**src/core/sfpi_pkg.sv**
```systemverilog
// Purpose: Constants and types for the set-flag and set-port instruction block
// Assumes: 10-bit instruction words, 4-bit Y index, APB register access
// Notes:   Opcode for the port C set word is a chosen encoding
// How it works
// - Bank set opcode, one word, carry untouched
// - Next table reference forces page bit six
// - Bank flag selects table pages 64 to 127
// - Carry set opcode writes carry, no skip
// - Port D bit set picks bit by Y
package sfpi_pkg;
  localparam int          INSTR_W        = 10;
  localparam int          Y_W            = 4;
  localparam int          PORTD_W        = 5;
  localparam int          PAGE_W         = 7;
  localparam logic [9:0]  OP_SET_BANK    = 10'h041;
  localparam logic [9:0]  OP_SET_CARRY   = 10'h007;
  localparam logic [9:0]  OP_SET_PORT_C  = 10'h28d;
  localparam logic [9:0]  OP_SET_PORT_D  = 10'h015;
  localparam logic [3:0]  Y_MAX          = 4'h4;
  localparam logic [11:0] ADDR_STATUS    = 12'h000;
  localparam logic [11:0] ADDR_CTRL      = 12'h004;
  localparam logic [11:0] ADDR_COUNT     = 12'h008;
  localparam int          ST_CARRY_BIT   = 0;
  localparam int          ST_BANK_BIT    = 1;
  localparam int          ST_PORTC_BIT   = 2;
  localparam int          ST_PORTD_LSB   = 4;
  localparam int          CTRL_EN_BIT    = 0;
  localparam logic        CTRL_EN_RST    = 1'b1;
  localparam logic [15:0] COUNT_RST      = 16'h0000;

  typedef enum logic [2:0] {
    SFPI_OP_NONE,
    SFPI_OP_BANK,
    SFPI_OP_CARRY,
    SFPI_OP_PORTC,
    SFPI_OP_PORTD
  } sfpi_op_t;

  typedef struct packed {
    logic               carry;
    logic               bank;
    logic               port_c;
    logic [PORTD_W-1:0] port_d;
  } sfpi_flags_t;
endpackage : sfpi_pkg

```
**src/core/sfpi_portd_dec.sv**
```systemverilog
// Purpose: Turns the Y index into a one-hot port D bit mask
// Assumes: Y comes from the core register file on the same clock
// Notes:   Out-of-range Y gives an all-zero mask
`timescale 1ns/1ps
module sfpi_portd_dec #(
  parameter int NBITS = 5
) (
  // Index
  input  wire logic [3:0]       y_idx,
  // Mask
  output logic      [NBITS-1:0] bit_mask,
  output logic                  y_in_range
);
  initial begin
    if (NBITS < 1 || NBITS > 16) begin
      $error("sfpi_portd_dec: NBITS out of range");
    end
  end

  assign y_in_range = (y_idx < 4'(NBITS));

  genvar gi;
  generate
    for (gi = 0; gi < NBITS; gi++) begin : g_bit
      assign bit_mask[gi] = (y_idx == 4'(gi));
    end
  endgenerate
endmodule : sfpi_portd_dec

```
**src/core/sfpi_top.sv**
```systemverilog
// Purpose: Executes the bank, carry, port C and port D bit set instructions
// Assumes: instr_valid pulses once per executed instruction cycle
// Notes:   Status and enable are reachable over APB
`timescale 1ns/1ps
module sfpi_top (
  // Clock and reset
  input  wire logic        clk,
  input  wire logic        rst_b,
  // Instruction path
  input  wire logic        instr_valid,
  input  wire logic [9:0]  instr_word,
  input  wire logic [3:0]  y_reg,
  // Table reference path
  input  wire logic        table_reference_instr,
  input  wire logic [5:0]  table_page_low,
  output logic      [6:0]  table_page,
  // Carry updates from other instructions
  input  wire logic        carry_wr_en,
  input  wire logic        carry_wr_val,
  // Port clear from other instructions
  input  wire logic        port_c_clr,
  input  wire logic [4:0]  port_d_clr,
  // Flag and port state
  output logic             carry_flag,
  output logic             port_c,
  output logic      [4:0]  port_d,
  output logic             skip_next,
  // APB
  input  wire logic        psel,
  input  wire logic        penable,
  input  wire logic        pwrite,
  input  wire logic [11:0] paddr,
  input  wire logic [31:0] pwdata,
  output logic      [31:0] prdata,
  output logic             pready,
  output logic             pslverr
);
  sfpi_pkg::sfpi_flags_t flags_ff, nxt_flags;
  sfpi_pkg::sfpi_op_t    op;
  logic                  ctrl_en_ff, nxt_ctrl_en;
  logic [15:0]           count_ff, nxt_count;
  logic [31:0]           prdata_ff, nxt_prdata;
  logic                  pslverr_ff, nxt_pslverr;
  logic [4:0]            d_mask;
  logic                  y_ok;
  logic                  apb_acc;

  sfpi_portd_dec #(
    .NBITS (sfpi_pkg::PORTD_W)
  ) u_dec (
    .y_idx      (y_reg),
    .bit_mask   (d_mask),
    .y_in_range (y_ok)
  );

  // Instruction decode
  always_comb begin
    op = sfpi_pkg::SFPI_OP_NONE;
    if (instr_valid && ctrl_en_ff) begin
      case (instr_word)
        sfpi_pkg::OP_SET_BANK:   op = sfpi_pkg::SFPI_OP_BANK;
        sfpi_pkg::OP_SET_CARRY:  op = sfpi_pkg::SFPI_OP_CARRY;
        sfpi_pkg::OP_SET_PORT_C: op = sfpi_pkg::SFPI_OP_PORTC;
        sfpi_pkg::OP_SET_PORT_D: op = sfpi_pkg::SFPI_OP_PORTD;
        default:                 op = sfpi_pkg::SFPI_OP_NONE;
      endcase
    end
  end

  // Flag and port next state
  always_comb begin
    nxt_flags = flags_ff;
    if (carry_wr_en) begin
      nxt_flags.carry = carry_wr_val;
    end
    if (port_c_clr) begin
      nxt_flags.port_c = 1'b0;
    end
    nxt_flags.port_d = flags_ff.port_d & ~port_d_clr;
    // Bank flag is spent by the table reference that uses it
    if (table_reference_instr) begin
      nxt_flags.bank = 1'b0;
    end
    case (op)
      sfpi_pkg::SFPI_OP_BANK:  nxt_flags.bank = 1'b1;
      sfpi_pkg::SFPI_OP_CARRY: nxt_flags.carry = 1'b1;
      sfpi_pkg::SFPI_OP_PORTC: nxt_flags.port_c = 1'b1;
      sfpi_pkg::SFPI_OP_PORTD: begin
        if (y_ok) begin
          nxt_flags.port_d = nxt_flags.port_d | d_mask;
        end
      end
      default: nxt_flags = nxt_flags;
    endcase
  end

  always_ff @(posedge clk or negedge rst_b) begin
    if (!rst_b) begin
      flags_ff <= '0;
    end else begin
      flags_ff <= nxt_flags;
    end
  end

  // Upper page range when bank flag is set
  assign table_page = {flags_ff.bank, table_page_low};
  assign carry_flag = flags_ff.carry;
  assign port_c     = flags_ff.port_c;
  assign port_d     = flags_ff.port_d;
  assign skip_next  = 1'b0;

  // APB slave, zero wait states
  assign apb_acc = psel && penable;
  assign pready  = 1'b1;
  assign prdata  = prdata_ff;
  assign pslverr = pslverr_ff;

  always_comb begin
    nxt_ctrl_en = ctrl_en_ff;
    nxt_count   = count_ff;
    nxt_prdata  = prdata_ff;
    nxt_pslverr = 1'b0;
    if (op != sfpi_pkg::SFPI_OP_NONE) begin
      nxt_count = count_ff + 16'h0001;
    end
    if (psel && !penable) begin
      nxt_prdata = 32'h0000_0000;
      case (paddr)
        sfpi_pkg::ADDR_STATUS: begin
          nxt_prdata[sfpi_pkg::ST_CARRY_BIT] = flags_ff.carry;
          nxt_prdata[sfpi_pkg::ST_BANK_BIT]  = flags_ff.bank;
          nxt_prdata[sfpi_pkg::ST_PORTC_BIT] = flags_ff.port_c;
          nxt_prdata[sfpi_pkg::ST_PORTD_LSB +: sfpi_pkg::PORTD_W] = flags_ff.port_d;
        end
        sfpi_pkg::ADDR_CTRL:  nxt_prdata[sfpi_pkg::CTRL_EN_BIT] = ctrl_en_ff;
        sfpi_pkg::ADDR_COUNT: nxt_prdata[15:0] = count_ff;
        default:              nxt_prdata = 32'h0000_0000;
      endcase
    end
    if (apb_acc) begin
      case (paddr)
        sfpi_pkg::ADDR_STATUS: nxt_pslverr = pwrite;
        sfpi_pkg::ADDR_CTRL: begin
          if (pwrite) begin
            nxt_ctrl_en = pwdata[sfpi_pkg::CTRL_EN_BIT];
          end
        end
        sfpi_pkg::ADDR_COUNT: begin
          if (pwrite) begin
            nxt_count = sfpi_pkg::COUNT_RST;
          end
        end
        default: nxt_pslverr = 1'b1;
      endcase
    end
  end

  always_ff @(posedge clk or negedge rst_b) begin
    if (!rst_b) begin
      ctrl_en_ff <= sfpi_pkg::CTRL_EN_RST;
      count_ff   <= sfpi_pkg::COUNT_RST;
      prdata_ff  <= 32'h0000_0000;
      pslverr_ff <= 1'b0;
    end else begin
      ctrl_en_ff <= nxt_ctrl_en;
      count_ff   <= nxt_count;
      prdata_ff  <= nxt_prdata;
      pslverr_ff <= nxt_pslverr;
    end
  end
endmodule : sfpi_top

```
**config.mk**
```make
export PLATFORM = sky130hd
export DESIGN_NAME = sfpi_top
export DESIGN_NICKNAME = d
export VERILOG_FILES = /design/src/core/sfpi_pkg.sv /design/src/core/sfpi_portd_dec.sv /design/src/core/sfpi_top.sv
export SDC_FILE = /design/constraint.sdc
export NUM_CORES = 1
export LEC_CHECK = 0
export BUFFER_PORTS_ARGS = -buffer_cell sky130_fd_sc_hd__buf_4
export CORE_MARGIN = 2
export CORE_UTILIZATION = 50
export CTS_CLUSTER_DIAMETER = 40
export DETAILED_ROUTE_END_ITERATION = 6
export HOLD_SLACK_MARGIN = 0.15
export PLACE_DENSITY = 0.86
export SYNTH_ARGS = -nofsm -noshare
export SYNTH_HDL_FRONTEND = slang
export SYNTH_SLANG_ARGS = --single-unit
```
**constraint.sdc**
```tcl
create_clock -name clk -period 3.9 [get_ports clk]
set_input_delay 0.39 -clock clk [delete_from_list [all_inputs] [get_ports clk]]
set_output_delay 0.39 -clock clk [all_outputs]
set_load 0.02 [all_outputs]
```
==> impl_metrics.tcl <==
set metrics [dict create \
    setup_violations 0 \
    htree_levels 2 \
    gr-usage-all-layers_pct 21.4 \
    power.leakage_uw 0.00144 \
    ys_async_sr_fraction_pct 100 \
    route.detailed.drc 0 \
    grt_antenna_before_repair 0 \
    reg2reg_slack_ps 1670 \
    path_delay_family "simple AND/OR/NAND/NOR gates" \
    timing_worst_setup_path_type "flop to flop" \
    final-hold-violation-count 0 \
    worst_setup_hold_path_clk_slew_ps 80 \
    post_cts_hold_buffer_count 1 \
    globalplace.congestion 0.855 \
    p_per_area_nw_per_um2 282 \
    route.vias.total 2308 \
    rsz0062_at_grt "false" \
    yosysUniqueCellTypes 46 \
    pin_count_of_the_biggest_net_entering_global_routing 43 \
    n_antenna_cell 0 \
    syn_area_per_cell_sq_um 8.84 \
    post_route_cells_drive_above_1_share_pct 24.1 \
    period_share_pct 57.2 \
    first_pass_iters 4 \
    detail_route.wl_per_cell_um 14.5 \
    mappedNetlistArea_sq_um 2600 \
    min_path_type "primary input to flop" \
    critical_path_buf_inv_count 0 \
    outcome "finished, final reports clean" \
    cap_violations 0 \
    synth_seq_area_share_pct 40.5 \
    fmaxAchievable_mhz 449 \
    finalClockSkew_ps 3.89 \
    grt_pass1_wl_um 10200 \
    clockBufferDepth 2 \
    core_area_sq_um 5070 \
    vdd_ir_drop_max_mv 0.156 \
    ys_seq_elements 42 \
    syn-instance-count 294 \
    critical_path.startpoint_type "flop" \
    pin_count 128 \
    ys_warn_count 0 \
    placementRows 26 \
    critPathRequiredTime_ps 4100 \
    initial_utilization_pct 51.2 \
    timing.setup.tns_ps 0 \
    crit_path_cell_trace "and2_1 > nand2_1 > or4_1 > o32ai_1" \
    hold_start "port_d_clr[3]" \
    crit_path_max_fanout 19 \
    ys.flop_type "sky130_fd_sc_hd__dfrtp_1" \
    yosys-top-cells-area "sky130_fd_sc_hd__dfrtp_1 (39%), sky130_fd_sc_hd__nand2_1 (8.8%), sky130_fd_sc_hd__mux2i_1 (6.9%)" \
    worstPathArrival_ps 2430 \
    maxSlewViolCount 0 \
    period_needed_ps 2230 \
    slew-limit-headroom_pct 27.3 \
    cts_resized 0 \
    synth_edf_count 0 \
    placement.io_buffers 66 \
    chipHeight_um 76.1 \
    die_w_um 76.1 \
    synth_largest_area_cell "sky130_fd_sc_hd__dfrtp_1" \
    dp.final_hpwl_um 4430 \
    ant_nets 0 \
    r2r-start "ctrl_en_ff" \
    flow.area_growth_from_synthesis_pct 20.1 \
    fin_total_pwr_uw 880 \
    fillerInstances 457 \
    first_iter_violations 128 \
    setup.worst_path.end_class "flop" \
    cpPeakStageDelay_ps 680 \
    critical_path.slowest_cell "sky130_fd_sc_hd__or4_1" \
    design.die.area_sq_um 5790 \
    cts_root_buffer_type "sky130_fd_sc_hd__clkbuf_8" \
    cts_setup_buffers 0 \
    worst_setup_path_startpoint "ctrl_en_ff" \
    vias_per_cell 5.51 \
    post-synth-top-area-fraction_pct 39.5 \
    numCtsBuffers 5 \
    multiInputGateArea_sq_um 1320 \
    worst-slew-pin-transition_ps 1090 \
    cts_tree "done" \
    final-seq-area_sq_um 1050 \
    nNetsFinal 428 \
    cts_num_sinks 42 \
    total_length_of_routed_wires_um 6060 \
    via_count_of_the_first_global_routing_pass 2150 \
    globalRoute.totalOverflow 0 \
    clk-insertion-delay-late_ps 300 \
]
==> registers in the layout, summed over array words and instances (netlist names) <==
signal / count
carry_flag: 1
count_ff: 16
ctrl_en_ff: 1
port_c: 1
port_d: 5
prdata: 16
pslverr: 1
table_page: 1
==> final cells by class <==
| cell class | count | area share [%] |
|---|---|---|
| Sequential cell | 42 | 33.7 |
| Clock inverter | 3 | 1.28 |
| Inverter | 10 | 1.20 |
| Timing Repair Buffer | 68 | 16.4 |
| Multi-Input combinational cell | 221 | 42.3 |
| Tap cell | 70 | 2.81 |
| Clock buffer | 5 | 2.21 |
==> layer usage <==
layer  track usage, %  up-vias  part of all wire [%]
met5                0        -                     0
met4             7.64        0                   1.7
met3             5.69       13                   6.7
met2             35.2       88                    50
met1             27.3     1097                    41
li1                 -     1110                     -
==> synthesized netlist by cell type (4+ instances only) <==
cell	count
sky130_fd_sc_hd__inv_1	10
sky130_fd_sc_hd__a2111oi_0	9
sky130_fd_sc_hd__clkbuf_1	8
sky130_fd_sc_hd__buf_4	24
sky130_fd_sc_hd__nand2_1	61
sky130_fd_sc_hd__mux2i_1	18
sky130_fd_sc_hd__nand2b_1	18
sky130_fd_sc_hd__and3_1	5
sky130_fd_sc_hd__a211oi_1	4
sky130_fd_sc_hd__nor2_1	4
sky130_fd_sc_hd__nor2b_1	7
sky130_fd_sc_hd__o21ai_0	17
sky130_fd_sc_hd__o32ai_1	5
sky130_fd_sc_hd__nand3_1	15
sky130_fd_sc_hd__dfrtp_1	41
==> path summary, 6_finish.rpt <==
check | endpoint | depth (start not counted)
setup / recovery | port_d[0] | 4
hold / removal | port_d[3] | 2
setup reg to reg | port_d[0] | 4
hold reg to reg | prdata[7] | 2
max in group asynchronous | ctrl_en_ff | 2
min in group asynchronous | prdata[4] | 2
==> cells by family (layout without fill, tap and decap cells) <==
| family | count (synthesis) | count (layout) | synth area share [%] |
|---|---|---|---|
| AOI/OAI and AO/OA | 49 | 49 | 12.9 |
| and+or+nand+nor | 133 | 133 | 27.1 |
| buffers and inverters | 47 | 86 | 11.0 |
| other | 2 | 18 | 0.289 |
| DFF | 42 | 42 | 40.5 |
| adders and majority gates | 1 | 1 | 0.482 |
| muxes | 20 | 20 | 7.80 |
==> layout by cell type, fill, tap and decap left out, types with 3 or more instances in the layout <==
master / Yosys / final
sky130_fd_sc_hd__a2111oi_0: 9 / 9
sky130_fd_sc_hd__a211oi_1: 4 / 4
sky130_fd_sc_hd__a21oi_1: 3 / 3
sky130_fd_sc_hd__and3_1: 5 / 5
sky130_fd_sc_hd__buf_4: 24 / 67
sky130_fd_sc_hd__clkbuf_8: 0 / 5
sky130_fd_sc_hd__conb_1: 2 / 18
sky130_fd_sc_hd__dfrtp_1: 41 / 41
sky130_fd_sc_hd__inv_1: 10 / 10
sky130_fd_sc_hd__mux2i_1: 18 / 18
sky130_fd_sc_hd__nand2_1: 61 / 61
sky130_fd_sc_hd__nand2b_1: 18 / 18
sky130_fd_sc_hd__nand3_1: 15 / 15
sky130_fd_sc_hd__nand4_1: 3 / 3
sky130_fd_sc_hd__nor2_1: 4 / 4
sky130_fd_sc_hd__nor2b_1: 7 / 7
sky130_fd_sc_hd__o21ai_0: 17 / 17
sky130_fd_sc_hd__o32ai_1: 5 / 5
sky130_fd_sc_hd__or4_1: 3 / 3
sky130_fd_sc_hd__or4_4: 3 / 3
==> power by group <==
part,switching (uW),internal [uW],total (uW)
Combinational,57.1,40.2,97.2
Sequential,1.83,438,440
Clock,154,188,343
==> metrics by stage <==
stage,instance area (sq um),hold WS [ps],worst slack [ps],cells,util [%]
2_1_floorplan,2660,94.4,1900,310,-
3_3_place_gp,3000,406,1540,410,59.1
3_5_place_dp,3000,407,1520,410,59.1
4_1_cts,3120,266,1720,419,61.5
5_1_grt,3120,266,1550,419,61.5
6_report,3120,274,1670,419,61.5
Power figures use the tool's default switching activity.
